--- config.mk ---
export PLATFORM = sky130hd
export DESIGN_NAME = trd_timer
export DESIGN_NICKNAME = d
export VERILOG_FILES = /design/src/hw/trd_pkg.sv /design/src/hw/trd_timer.sv
export SDC_FILE = /design/constraint.sdc
export NUM_CORES = 1
export LEC_CHECK = 0
export BUFFER_PORTS_ARGS = -buffer_cell sky130_fd_sc_hd__buf_2
export CORE_MARGIN = 2
export CORE_UTILIZATION = 34
export DETAILED_ROUTE_END_ITERATION = 8
export PLACE_DENSITY = 0.61
export RECOVER_POWER = 100
export SLEW_MARGIN = 5
export SYNTH_ARGS = -nofsm -noshare
export SYNTH_HDL_FRONTEND = slang
export SYNTH_SLANG_ARGS = --single-unit
--- constraint.sdc ---
create_clock -name core_clk -period 2.8 [get_ports core_clk]
set_input_delay 0.14 -clock core_clk [delete_from_list [all_inputs] [get_ports core_clk]]
set_output_delay 0.14 -clock core_clk [all_outputs]
set_load 0.02 [all_outputs]
--- src/hw/trd_pkg.sv ---
package trd_pkg;

    localparam int NUM_CH = 3;
    localparam int CNT_W = 8;
    localparam int REG_W = 8;
    localparam int BUS_W = 32;
    localparam int IDX_W = 8;

    // Register indices; byte address is index shifted by ADDR_LSB
    localparam int ADDR_LSB = 2;
    localparam logic [IDX_W-1:0] IDX_COUNT0 = 8'h00;
    localparam logic [IDX_W-1:0] IDX_CFG0 = 8'h01;
    localparam logic [IDX_W-1:0] IDX_RUN0 = 8'h02;
    localparam logic [IDX_W-1:0] IDX_CH_STRIDE = 8'h04;
    localparam logic [IDX_W-1:0] IDX_STATUS = 8'h0C;
    localparam logic [IDX_W-1:0] IDX_MASK = 8'h0D;

    // Clock-config fields
    localparam int CFG_SRC_LSB = 0;
    localparam int CFG_SRC_W = 4;
    localparam int CFG_RELOAD_BIT = 4;
    localparam int CFG_TONE_BIT = 5;
    localparam int CFG_STOP_LSB = 6;
    localparam int CFG_STOP_W = 2;
    localparam int RUN_BIT = 0;

    localparam logic [REG_W-1:0] CFG_RST_T0 = 8'h3E;
    localparam logic [REG_W-1:0] CFG_RST_T12 = 8'h1E;
    localparam logic [CNT_W-1:0] COUNT_RST = 8'h00;
    localparam logic [CNT_W-1:0] COUNT_ONE = 8'h01;
    localparam logic [CNT_W-1:0] COUNT_ZERO = 8'h00;
    localparam int CASCADE_BIT = 7;

    // Clock selector codes
    localparam logic [1:0] SRC_LOW_CASCADE = 2'h0;
    localparam logic [1:0] SRC_LOW_SLOW_TOP = 2'h1;
    localparam logic [3:0] SRC_SLOW_4096 = 4'h4;
    localparam logic [3:0] SRC_SLOW_1024 = 4'h5;
    localparam logic [3:0] SRC_SLOW_256 = 4'h6;
    localparam logic [3:0] SRC_SLOW_64 = 4'h7;
    localparam logic [2:0] SRC_FAST_LAST = 3'h7;

    // Divider chains and the bit of each tap
    localparam int SLOW_W = 14;
    localparam int FAST_W = 9;
    localparam int TAP_16384 = 13;
    localparam int TAP_4096 = 11;
    localparam int TAP_1024 = 9;
    localparam int TAP_256 = 7;
    localparam int TAP_64 = 5;
    localparam int FAST_TOP_T01 = 6;
    localparam int FAST_TOP_T2 = 8;

    localparam logic [1:0] STOP_NEVER = 2'h0;
    localparam logic [1:0] STOP_T2_EXPIRY = 2'h1;
    localparam logic [1:0] STOP_EXT_CYCLE = 2'h2;
    localparam logic [1:0] STOP_T2_CLK_CYCLE = 2'h3;

    localparam int PIN_SLOW = 0;
    localparam int PIN_FAST = 1;
    localparam int PIN_EXT = 2;
    localparam int NUM_PINS = 3;

    localparam int HTRANS_ACTIVE_BIT = 1;
    localparam logic [1:0] HRESP_OKAY = 2'h0;

    typedef enum logic {
        BUS_IDLE = 1'b0,
        BUS_RDWAIT = 1'b1
    } trd_bus_type;

endpackage

--- src/hw/trd_timer.sv ---
// Notes on behaviour
// - Each channel: 8-bit latch plus down counter.
// - Reload mode reloads at zero, period latch+1.
// - Expiry event each time counter reaches zero.
// - Count register reads return current counter.
// - Count register writes preload the latch.
// - First period after enable may deviate one tick.
// - Slow taps from slow clock, fast from oscillator.
// - Slow codes select divide 16384 down to 64.
// - Timer0/1 fast codes divide 128..2, then undivided.
// - Timer1 code 000x cascades from Timer0 bit 7.
// - Timer2 cascades Timer1; fast codes divide 512..4.
// - Config bit 4: reload one, one-shot zero.
// - Timer0 config bit 5 enables tone, default on.
// - Timer0 bits 7:6 choose clock-stop condition.
// - Run bit 0 starts or stops channel, default off.
module trd_timer
    import trd_pkg::*;
(
    input wire logic core_clk,
    input wire logic arst_n,
    input wire logic hsel,
    input wire logic [BUS_W-1:0] haddr,
    input wire logic [1:0] htrans,
    input wire logic hwrite,
    input wire logic [2:0] hsize,
    input wire logic [BUS_W-1:0] hwdata,
    input wire logic hready,
    output logic [BUS_W-1:0] hrdata,
    output logic hreadyout,
    output logic [1:0] hresp,
    input wire logic slow_clock,
    input wire logic fast_oscillator,
    input wire logic external_count_input,
    output logic [NUM_CH-1:0] channel_expiry,
    output logic tone_out,
    output logic irq
);

    // Pin conditioning: three stages, a change counts once 2 and 3 agree
    logic [NUM_PINS-1:0] sync1_q;
    logic [NUM_PINS-1:0] sync2_q;
    logic [NUM_PINS-1:0] sync3_q;
    logic [NUM_PINS-1:0] filt_q;
    logic [NUM_PINS-1:0] filt_prev_q;
    wire [NUM_PINS-1:0] filt_d = (sync2_q & sync3_q)
                               | (filt_q & (sync2_q ^ sync3_q));
    wire [NUM_PINS-1:0] pin_rise = filt_q & ~filt_prev_q;

    always_ff @(posedge core_clk or negedge arst_n) begin
        if (!arst_n) begin
            sync1_q <= '0;
            sync2_q <= '0;
            sync3_q <= '0;
            filt_q <= '0;
            filt_prev_q <= '0;
        end else begin
            sync1_q <= {external_count_input, fast_oscillator, slow_clock};
            sync2_q <= sync1_q;
            sync3_q <= sync2_q;
            filt_q <= filt_d;
            filt_prev_q <= filt_q;
        end
    end

    // Divider chains count conditioned edges; a tap ticks on its bit rising
    logic [SLOW_W-1:0] slow_div_q;
    logic [SLOW_W-1:0] slow_prev_q;
    logic [FAST_W-1:0] fast_div_q;
    logic [FAST_W-1:0] fast_prev_q;
    wire [SLOW_W-1:0] slow_divider_tap = slow_div_q & ~slow_prev_q;
    wire [FAST_W-1:0] fast_divider_tap = fast_div_q & ~fast_prev_q;
    wire fast_edge = pin_rise[PIN_FAST];
    wire ext_edge = pin_rise[PIN_EXT];

    // The chains run from reset whether a channel uses them or not, so the
    // first tick after a selector change can come early
    always_ff @(posedge core_clk or negedge arst_n) begin
        if (!arst_n) begin
            slow_div_q <= '0;
            slow_prev_q <= '0;
            fast_div_q <= '0;
            fast_prev_q <= '0;
        end else begin
            slow_div_q <= slow_div_q + SLOW_W'(pin_rise[PIN_SLOW]);
            slow_prev_q <= slow_div_q;
            fast_div_q <= fast_div_q + FAST_W'(fast_edge);
            fast_prev_q <= fast_div_q;
        end
    end

    // Picks one channel's timer tick from its 4-bit selector code
    function automatic logic pick_tick(
        input logic [CFG_SRC_W-1:0] code,
        input int fast_top,
        input logic [SLOW_W-1:0] st,
        input logic [FAST_W-1:0] ft,
        input logic fedge,
        input logic casc
    );
        logic r;
        r = 1'b0;
        if (code[3]) begin
            // Fast taps run from the top division down by one per code
            if (fast_top == FAST_TOP_T01 && code[2:0] == SRC_FAST_LAST) begin
                r = fedge;
            end else begin
                r = ft[fast_top - int'(code[2:0])];
            end
        end else begin
            case (code)
                SRC_SLOW_4096: r = st[TAP_4096];
                SRC_SLOW_1024: r = st[TAP_1024];
                SRC_SLOW_256: r = st[TAP_256];
                SRC_SLOW_64: r = st[TAP_64];
                default: begin
                    if (code[2:1] == SRC_LOW_SLOW_TOP) begin
                        r = st[TAP_16384];
                    end else begin
                        r = casc;
                    end
                end
            endcase
        end
        return r;
    endfunction

    function automatic logic [IDX_W-1:0] ch_idx(
        input logic [IDX_W-1:0] base,
        input int ch
    );
        return base + IDX_W'(ch) * IDX_CH_STRIDE;
    endfunction

    // Register and channel state
    logic [NUM_CH-1:0][CNT_W-1:0] latch_q;
    logic [NUM_CH-1:0][CNT_W-1:0] cnt_q;
    logic [NUM_CH-1:0][REG_W-1:0] cfg_q;
    logic [NUM_CH-1:0] run_q;
    logic [NUM_CH-1:0] run_prev_q;
    logic [NUM_CH-1:0] b7_prev_q;
    logic [NUM_CH-1:0] sts_q;
    logic [NUM_CH-1:0] mask_q;
    logic stop_q;
    logic stop_seen_q;
    logic tone_q;
    logic [NUM_CH-1:0] exp_q;
    logic irq_q;

    logic [NUM_CH-1:0][CNT_W-1:0] latch_d;
    logic [NUM_CH-1:0][CNT_W-1:0] cnt_d;
    logic [NUM_CH-1:0][REG_W-1:0] cfg_d;
    logic [NUM_CH-1:0] run_d;
    logic [NUM_CH-1:0] exp_d;
    logic [NUM_CH-1:0] raw_tick;

    // Bus data-phase state
    trd_bus_type bus_q;
    logic wr_q;
    logic [IDX_W-1:0] idx_q;
    logic hit_q;
    logic [BUS_W-1:0] hrdata_q;
    logic hreadyout_q;
    logic [1:0] hresp_q;

    wire accept = hsel & htrans[HTRANS_ACTIVE_BIT] & hready;
    wire [IDX_W-1:0] addr_idx = haddr[ADDR_LSB +: IDX_W];
    wire addr_hit = (haddr[BUS_W-1:ADDR_LSB+IDX_W] == '0)
                  & (haddr[ADDR_LSB-1:0] == '0);
    wire wr_en = wr_q & hit_q;
    wire [REG_W-1:0] wdata = hwdata[REG_W-1:0];

    wire [CFG_STOP_W-1:0] stop_mode = cfg_q[0][CFG_STOP_LSB +: CFG_STOP_W];
    wire start0 = run_q[0] & ~run_prev_q[0];

    genvar gi;
    generate
        for (gi = 0; gi < NUM_CH; gi++) begin : g_ch
            logic casc;
            logic eff;
            logic running;
            logic start;
            logic reload;
            logic we_count;
            logic we_cfg;
            logic we_run;

            if (gi == 0) begin : g_first
                assign casc = ext_edge;
                // Timer0 alone can be halted by the stop logic
                assign eff = raw_tick[gi] & ~stop_q;
            end else begin : g_cascade
                // Bit 7 falling marks the upstream counter dropping below 128
                assign casc = b7_prev_q[gi-1]
                            & ~cnt_q[gi-1][CASCADE_BIT];
                assign eff = raw_tick[gi];
            end

            assign raw_tick[gi] = pick_tick(
                cfg_q[gi][CFG_SRC_LSB +: CFG_SRC_W],
                (gi == NUM_CH - 1) ? FAST_TOP_T2 : FAST_TOP_T01,
                slow_divider_tap, fast_divider_tap, fast_edge, casc);

            assign we_count = wr_en & (idx_q == ch_idx(IDX_COUNT0, gi));
            assign we_cfg = wr_en & (idx_q == ch_idx(IDX_CFG0, gi));
            assign we_run = wr_en & (idx_q == ch_idx(IDX_RUN0, gi));
            assign running = run_q[gi];
            // The enable is not aligned to the tick, so the first
            // period can run short by up to one tick
            assign start = running & ~run_prev_q[gi];
            assign reload = cfg_q[gi][CFG_RELOAD_BIT];

            assign latch_d[gi] = we_count ? wdata : latch_q[gi];
            assign cfg_d[gi] = we_cfg ? wdata : cfg_q[gi];
            assign run_d[gi] = we_run ? wdata[RUN_BIT] : run_q[gi];

            always_comb begin
                cnt_d[gi] = cnt_q[gi];
                if (start) begin
                    cnt_d[gi] = latch_q[gi];
                end else if (running & eff) begin
                    if (cnt_q[gi] != COUNT_ZERO) begin
                        cnt_d[gi] = cnt_q[gi] - COUNT_ONE;
                    end else if (reload) begin
                        cnt_d[gi] = latch_q[gi];
                    end
                    // One-shot stays at zero until the next start
                end
            end

            assign exp_d[gi] = running & eff & ~start
                             & (cnt_q[gi] == COUNT_ONE);
        end
    endgenerate

    // Timer0 clock stop: a full cycle is two rising edges after start
    // The tick that meets the condition still counts; the stop holds
    // from the next one until the channel is restarted or its stop mode is set to never
    wire stop_edge = (stop_mode == STOP_EXT_CYCLE) ? ext_edge
                   : (stop_mode == STOP_T2_CLK_CYCLE) ? raw_tick[2] : 1'b0;
    wire stop_set = run_q[0] & ~start0
                  & (((stop_mode == STOP_T2_EXPIRY) & exp_d[2])
                     | (stop_edge & stop_seen_q));
    wire stop_clr = start0 | ~run_q[0] | (stop_mode == STOP_NEVER);

    // Status: a new event wins over a same-cycle write-one clear
    wire w1c = wr_en & (idx_q == IDX_STATUS);
    wire [NUM_CH-1:0] sts_d = (sts_q & ~({NUM_CH{w1c}} & wdata[NUM_CH-1:0]))
                            | exp_d;
    wire [NUM_CH-1:0] mask_d = (wr_en & (idx_q == IDX_MASK))
                             ? wdata[NUM_CH-1:0] : mask_q;
    wire tone_en = cfg_q[0][CFG_TONE_BIT];
    wire tone_d = tone_en & (tone_q ^ exp_d[0]);

    always_ff @(posedge core_clk or negedge arst_n) begin
        if (!arst_n) begin
            latch_q <= '0;
            cnt_q <= '0;
            cfg_q <= {CFG_RST_T12, CFG_RST_T12, CFG_RST_T0};
            run_q <= '0;
            run_prev_q <= '0;
            b7_prev_q <= '0;
        end else begin
            latch_q <= latch_d;
            cnt_q <= cnt_d;
            cfg_q <= cfg_d;
            run_q <= run_d;
            run_prev_q <= run_q;
            // Cascade ticks lag the upstream counter by one cycle
            b7_prev_q <= {cnt_q[2][CASCADE_BIT], cnt_q[1][CASCADE_BIT],
                          cnt_q[0][CASCADE_BIT]};
        end
    end

    always_ff @(posedge core_clk or negedge arst_n) begin
        if (!arst_n) begin
            stop_q <= 1'b0;
            stop_seen_q <= 1'b0;
            sts_q <= '0;
            mask_q <= '0;
            tone_q <= 1'b0;
            exp_q <= '0;
            irq_q <= 1'b0;
        end else begin
            stop_q <= ~stop_clr & (stop_q | stop_set);
            stop_seen_q <= ~stop_clr & (stop_seen_q | stop_edge);
            sts_q <= sts_d;
            mask_q <= mask_d;
            tone_q <= tone_d;
            exp_q <= exp_d;
            irq_q <= |(sts_d & mask_d);
        end
    end

    // Read mux; counter values live in this clock domain already
    logic [REG_W-1:0] rd_byte;
    always_comb begin
        rd_byte = '0;
        for (int i = 0; i < NUM_CH; i++) begin
            if (idx_q == ch_idx(IDX_COUNT0, i)) begin
                rd_byte = cnt_q[i];
            end
            if (idx_q == ch_idx(IDX_CFG0, i)) begin
                rd_byte = cfg_q[i];
            end
            if (idx_q == ch_idx(IDX_RUN0, i)) begin
                rd_byte = REG_W'(run_q[i]);
            end
        end
        if (idx_q == IDX_STATUS) begin
            rd_byte = REG_W'(sts_q);
        end
        if (idx_q == IDX_MASK) begin
            rd_byte = REG_W'(mask_q);
        end
        // Off-map addresses read zero so they never alias a register
        if (!hit_q) begin
            rd_byte = '0;
        end
    end

    // Reads take one wait state so a write just before is already visible
    // Transfer size is not decoded: each register is one word, and only
    // the low byte of the data carries anything
    always_ff @(posedge core_clk or negedge arst_n) begin
        if (!arst_n) begin
            bus_q <= BUS_IDLE;
            wr_q <= 1'b0;
            idx_q <= '0;
            hit_q <= 1'b0;
            hrdata_q <= '0;
            hreadyout_q <= 1'b1;
        end else begin
            case (bus_q)
                BUS_IDLE: begin
                    wr_q <= accept & hwrite;
                    if (accept) begin
                        idx_q <= addr_idx;
                        hit_q <= addr_hit;
                    end
                    if (accept & ~hwrite) begin
                        bus_q <= BUS_RDWAIT;
                        hreadyout_q <= 1'b0;
                    end
                end
                BUS_RDWAIT: begin
                    hrdata_q <= {{(BUS_W-REG_W){1'b0}}, rd_byte};
                    hreadyout_q <= 1'b1;
                    bus_q <= BUS_IDLE;
                end
                default: begin
                    bus_q <= BUS_IDLE;
                    hreadyout_q <= 1'b1;
                end
            endcase
        end
    end

    // Response is registered like every other output; it never leaves OKAY
    always_ff @(posedge core_clk or negedge arst_n) begin
        if (!arst_n) begin
            hresp_q <= HRESP_OKAY;
        end else begin
            hresp_q <= HRESP_OKAY;
        end
    end

    assign hrdata = hrdata_q;
    assign hreadyout = hreadyout_q;
    assign hresp = hresp_q;
    assign channel_expiry = exp_q;
    assign tone_out = tone_q;
    assign irq = irq_q;

endmodule

# Yosys cells after proc, flatten, opt, wreduce, memory -nomap -nowiden
# Cells that the tools add are included.
[word_totals]
regBits = 174
latch_bits = 0
mem_bits_rw = 0
romBits = 0
inputBits = 77
out_inout_bits = 40
wordCells = 223
mem_count = 0
[op_classes]
n_addsub = 8
n_mul = 0
div_mod_pow = 0
order_cmp = 3
n_eq_ne = 34
n_shift = 0
muxes = 51
bitwise_logic = 73
reduce_logical = 18
[ops]
columns = ["cell", "n"]
rows = [
  ["2-to-1 mux 8 bit", 24],
  ["equality test 4 x 3 -> 1 bit (second input constant)", 12],
  ["equality test 8 x 4 -> 1 bit (second input constant)", 5],
  ["bitwise AND 1 bit", 39],
  ["equality test 8 x 1 -> 1 bit (second input constant)", 4],
  ["equality test 8 x 3 -> 1 bit (second input constant)", 3],
  ["nonzero test 8 bit", 3],
  ["subtractor 8 x 1 -> 8 bit (second input constant)", 3],
  ["logical NOT 22 bit", 1],
  ["bitwise AND 3 bit", 6],
  ["2-to-1 mux 1 bit", 18],
  ["adder 14 x 1 -> 14 bit", 1],
  ["bitwise AND 14 bit", 1],
  ["inverter 14 bit", 1],
  ["inverter 1 bit", 13],
  ["binary-select mux 1 bit (select 4 bit)", 3],
  ["< comparator 4 x 6 -> 1 bit (second input constant)", 2],
  ["one-hot mux 1 bit (4 select lines)", 3],
  ["adder 9 x 1 -> 9 bit", 1],
  ["bitwise AND 9 bit", 1],
  ["inverter 9 bit", 1],
  ["nonzero test 3 bit", 3],
  ["equality test 2 x 1 -> 1 bit (second input constant)", 4],
  ["equality test 8 x 2 -> 1 bit (second input constant)", 1],
  ["18 further kinds", 34],
]

# Logic depth before layout (Yosys ltp)
[logic_depth]
ltp_word = 14
mapped_depth = 10
mapped_depth_nobuf = 9

# Worst setup path after synthesis
# OpenSTA, ideal clock, no wires.
[synth_path]
path_type = "reg-to-reg"
from = "register cfg_q[17] (netlist bit)"
to = "register cnt_q[17] (netlist bit)"
setup_ns = 0.125
arrival_time_ns = 2.485
required_ns = 2.675
setup_slack_ns = 0.190
path_stages_with_launch = 11
n_path_buf = 1
path_cell_list = "dfstp_2 inv_1 ha_1 or4_1 o211ai_2 nor2_1 o32a_4 o211a_1 buf_6 a211oi_2 a21oi_1"
[synth_via]
elab_chain_len = 8
[synth_rtl]
columns = ["element", "line_no", "source"]
rows = [
  ["start, declared", "trd_timer.sv:138", "logic [NUM_CH-1:0][REG_W-1:0] cfg_q;"],
  ["start signal, assigned", "trd_timer.sv:259", "cfg_q <= {CFG_RST_T12, CFG_RST_T12, CFG_RST_T0};"],
  ["start signal, assigned", "trd_timer.sv:266", "cfg_q <= cfg_d;"],
  ["subtractor 4 x 3 -> 5 bit", "trd_timer.sv:108", "r = ft[fast_top - int'(code[2:0])];"],
  ["binary-select mux 1 bit (select 4 bit)", "trd_timer.sv:108", ""],
  ["2-to-1 mux 1 bit (not written as such) (2 in a row)", "trd_timer.sv:108", ""],
  ["2-to-1 mux 1 bit *", "trd_timer.sv:103", "if (code[3]) begin"],
  ["bitwise AND 1 bit *", "trd_timer.sv:221", "end else if (running & eff) begin"],
  ["nonzero test 2 bit (no source line) *", "-", ""],
  ["AND reduction 2 bit (no source line) *", "-", ""],
  ["end signal, assigned", "trd_timer.sv:265", "cnt_q <= cnt_d;"],
  ["end, declared", "trd_timer.sv:137", "logic [NUM_CH-1:0][CNT_W-1:0] cnt_q;"],
]
# Mark *: on every way between the ends. The rest lies on a longest branch, timed or not. The select of a mux whose other input is x is not followed.
# A chain may end at the register's enable or synchronous reset.

# Worst setup path in the final report
[layout_path]
from = "register cfg_q[1] (netlist bit)"
to = "register cnt_q[7] (netlist bit)"
[layout_via]
elab_chain_len = 10
[layout_rtl]
columns = ["element", "line_no", "source"]
rows = [
  ["subtractor 3 x 3 -> 4 bit", "trd_timer.sv:108", ""],
  ["binary-select mux 1 bit (select 4 bit)", "trd_timer.sv:108", ""],
  ["2-to-1 mux 1 bit (not written as such) (2 in a row)", "trd_timer.sv:108", ""],
  ["2-to-1 mux 1 bit", "trd_timer.sv:105", "if (fast_top == FAST_TOP_T01 && code[2:0] == SRC_FAST_LAST) begin"],
  ["2-to-1 mux 1 bit *", "trd_timer.sv:103", ""],
  ["bitwise AND 1 bit *", "trd_timer.sv:191", "assign eff = raw_tick[gi] & ~stop_q;"],
  ["bitwise AND 1 bit *", "trd_timer.sv:221", ""],
  ["nonzero test 2 bit (no source line) *", "-", ""],
  ["AND reduction 2 bit (no source line) *", "-", ""],
]
# Marks and branches as above.

==> impl_metrics.csv <==
group,metric,value,unit
detailed_routing,drc,0,
timing,period_share,98.4,%
synthesis,synth_simple_gate_area_share,15.7,%
synthesis,async_reset_ff_share,100,%
hold_path,holdCritStartpoint,"hwdata[1]",
final_layout,syn_to_final_growth,17.0,%
worst_setup_path,r2r_setup_slack,0.04,ns
die,core,24300,um^2
synthesis,synthFlopType,"dfrtp_1",
job,cap_viol_max_count,1,
final_layout,fillers,2368,
die,die_h,161,um
hold_path,hold_path.class,"input port to flop",
synthesis,synth_commonest_cells,"151 x dfrtp_1, 63 x nand2_1, 54 x mux2_2, 52 x nor2_1, 52 x o21ai_0",
synthesis,ys_warn_count,0,
synthesis,synthMuxAreaShare,9.98,%
clocking,cts-root-buf,"clkbuf_16",
synthesis,synth_compound_area_share,13.8,%
synthesis,netlist-cell-type-count,72,
hold_path,hold_depth,3,
synthesis,synth_top_cell_area_share,44.9,%
clocking,insertion_delay,0.43,ns
worst_setup_path,r2r-end,"cnt_q[7]",
status,violations,"capacitance limit, slew limit",
die,rows,57,
final_layout,layout-drive-gt1-share,21.1,%
clocking,cts_tree,"built",
place,portBuffers,62,
synthesis,synth-seq-area-share,49.2,%
die,start_util,34.6,%
worst_setup_path,end_kind,"flop",
clocking,cts_inserted_buffers,17,
timing,maxSlewHeadroom,-18.5,%
synthesis,synth_area_leaders,"dfrtp_1 45%, mux2_2 7.2%, ha_1 4.5%",
final_layout,n_antenna_cell,0,
timing,report.final.slew_viol_count,68,
final_layout,nets,1007,
timing,fin_crit,2.76,ns
detailed_routing,wl_per_cell,17.7,um
status,status,"finished with violations",
global_route,grt_pass1_vias,6308,
detailed_routing,wirelength,21.8,mm
place,finalWeightedCongestion,0.939,
clocking,ctsHtreeMaxLevel,4,
synthesis,synth-xor-area-share,2.08,%
synthesis,synth-edff-count,0,
synthesis,netlist_instances,793,
power,ir_worst_vdd,0.384,mV
timing,clock_skew,0.0118,ns
final_layout,fin_util,40.5,%
detailed_routing,first_pass_iters,5,
power,p_leak,4.26,nW
worst_setup_path,crit_start,"cfg_q[1]",
synthesis,ys_ff_latch,165,
global_route,grt_pass1_wl,35.1,mm
die,die_w,161,um
worst_setup_path,reg2regPathDepth,8,
power,power_density,563,nW/um^2
final_layout,fin_area,9850,um^2
timing,hold_viol_final,0,
global_route,grt_max_degree,70,
clocking,path_clk_slew,0.07,ns
worst_setup_path,cp.required,3.12,ns
synthesis,synth_area_leader_cell,"dfrtp_1",
detailed_routing,vias,6386,
clocking,cts.path.max_buffers,2,
global_route,grt_antenna_before_repair,0,
die,io_pins,117,
worst_setup_path,crit_fanout,12,
synthesis,yosysMostFrequentCell,"dfrtp_1",
synthesis,syn_area_per_cell,10.6,um^2
final_layout,seqCellArea,4150,um^2
timing,rsz0062_at_grt,"no",
synthesis,synthAdderAreaFrac,4.46,%
global_route,overflow,0,
worst_setup_path,timing.rr.start,"cfg_q[1]",
timing,max_freq,363,MHz
place,dp_hpwl,15.6,mm
hold_path,min_delay_worst_endpoint,"cfg_q[9]",
detailed_routing,vias_per_cell,5.16,
worst_setup_path,worstPathArrival,3.08,ns
timing,timing_worst_slew_pin_value,1.78,ns
worst_setup_path,crit_path_start_kind,"flop",
final_layout,multiInputGateArea,3990,um^2
die,die-area,26000,um^2
detailed_routing,first_iter_violations,623,
detailed_routing,postRouteAntennaNets,0,
global_route,gr-usage-all-layers,17.4,%
synthesis,syn_area,8420,um^2
synthesis,synth_top_family_by_area,"simple AND/OR/NAND/NOR gates",
timing,tns,0,ns
clocking,cts_sinks,165,
timing,setup_violations,0,
worst_setup_path,critPathKind,"flop to flop",
place,place_area,9160,um^2
==> cell type report <==
class,instances,share of cell area (%)
timing repair buffer,111,6.82
multi-input combinational,581,40.5
sequential,165,42.1
clock buffer,17,4.32
clock inverter,15,1.23
inverter,24,0.915
tap,324,4.12
==> per-layer routing <==
metal	wire length (um)	vias to the layer above	GRT usage, %
li1	-	3019	-
met1	9980	3182	22.8
met2	10700	158	29.5
met3	730	27	3.16
met4	397	0	5.11
met5	0	-	0
==> where the power goes <==
group	total [mW]	internal [mW]	leakage (nW)	switching (mW)
Sequential	2.70	2.56	2.08	0.137
Combinational	0.656	0.271	1.90	0.385
Clock	2.19	1.15	0.271	1.04
==> cells by family (layout without fill, tap and decap cells) <==
family,count (synthesis),count (layout)
buffers and inverters,72,167
multiplexers,68,68
adder cells (fa/ha/maj),30,30
AND/OR/NAND/NOR,257,257
other,1,26
flip-flops,165,165
AO/OA/AOI/OAI,180,180
XOR/XNOR,20,20
==> metrics by stage <==
step | setup WS, ns | instances | total power, mW | hold slack (ns)
after floorplan | 0.190 | 818 | 3.14 | -0.156
after global placement | 0.0992 | 1184 | 3.37 | 0.194
after detailed placement | 0.0522 | 1184 | 3.40 | 0.193
after CTS | 0.0302 | 1233 | 5.61 | 0.0566
after global routing | 0.00604 | 1237 | 5.77 | 0.0685
final | 0.0440 | 1237 | 5.54 | 0.0702
==> how the worst max path moves through the flow <==
stage                endpoint  slack [ns]
detailed placement   cnt_q[1]        0.05
global route         cnt_q[7]       0.006
CTS                  cnt_q[1]        0.03
finish               cnt_q[7]        0.04
global placement     cnt_q[1]         0.1
floorplan           cnt_q[17]        0.19
==> critical path, stage by stage, from the launching register on <==
cell and delay [ns]:
dfstp_1 0.55, inv_1 0.10, ha_1 0.31, mux4_2 0.24
a211oi_1 0.05, nor3_1 0.77, o31ai_4 0.22, buf_4 0.21
a22o_1 0.20
==> what timing repair did <==
| action | in CTS | in global routing |
|---|---|---|
| endpoints found under the hold margin | 74 | 0 |
| setup buffers | 0 | 4 |
| endpoints found under the setup margin | 0 | 9 |
| resized for setup | 0 | 5 |
| hold buffers | 17 | 0 |
==> flip-flops by register name, summed over array words and instances, names as in the netlist, 5 cells and up <==
| name | flops |
|---|---|
| cnt_q | 24 |
| fast_div_q | 9 |
| hrdata | 8 |
| slow_prev_q | 5 |
| idx_q | 8 |
| cfg_q | 24 |
| fast_prev_q | 9 |
| latch_q | 24 |
| slow_div_q | 14 |
==> cells in the final DEF (no fill, tap or decap), drive strengths merged, types with 12 or more instances in the layout <==
master,n
a21oi,54
buf,66
clkbuf,45
conb,26
dfrtp,151
dfstp,14
dlygate4sd3,17
ha,30
inv,29
mux2,55
nand2,63
nand2b,19
nand3,28
nand3b,14
nand4,12
nor2,54
nor3,15
o21ai,53
xnor2,14
Power figures use the tool's default switching activity.
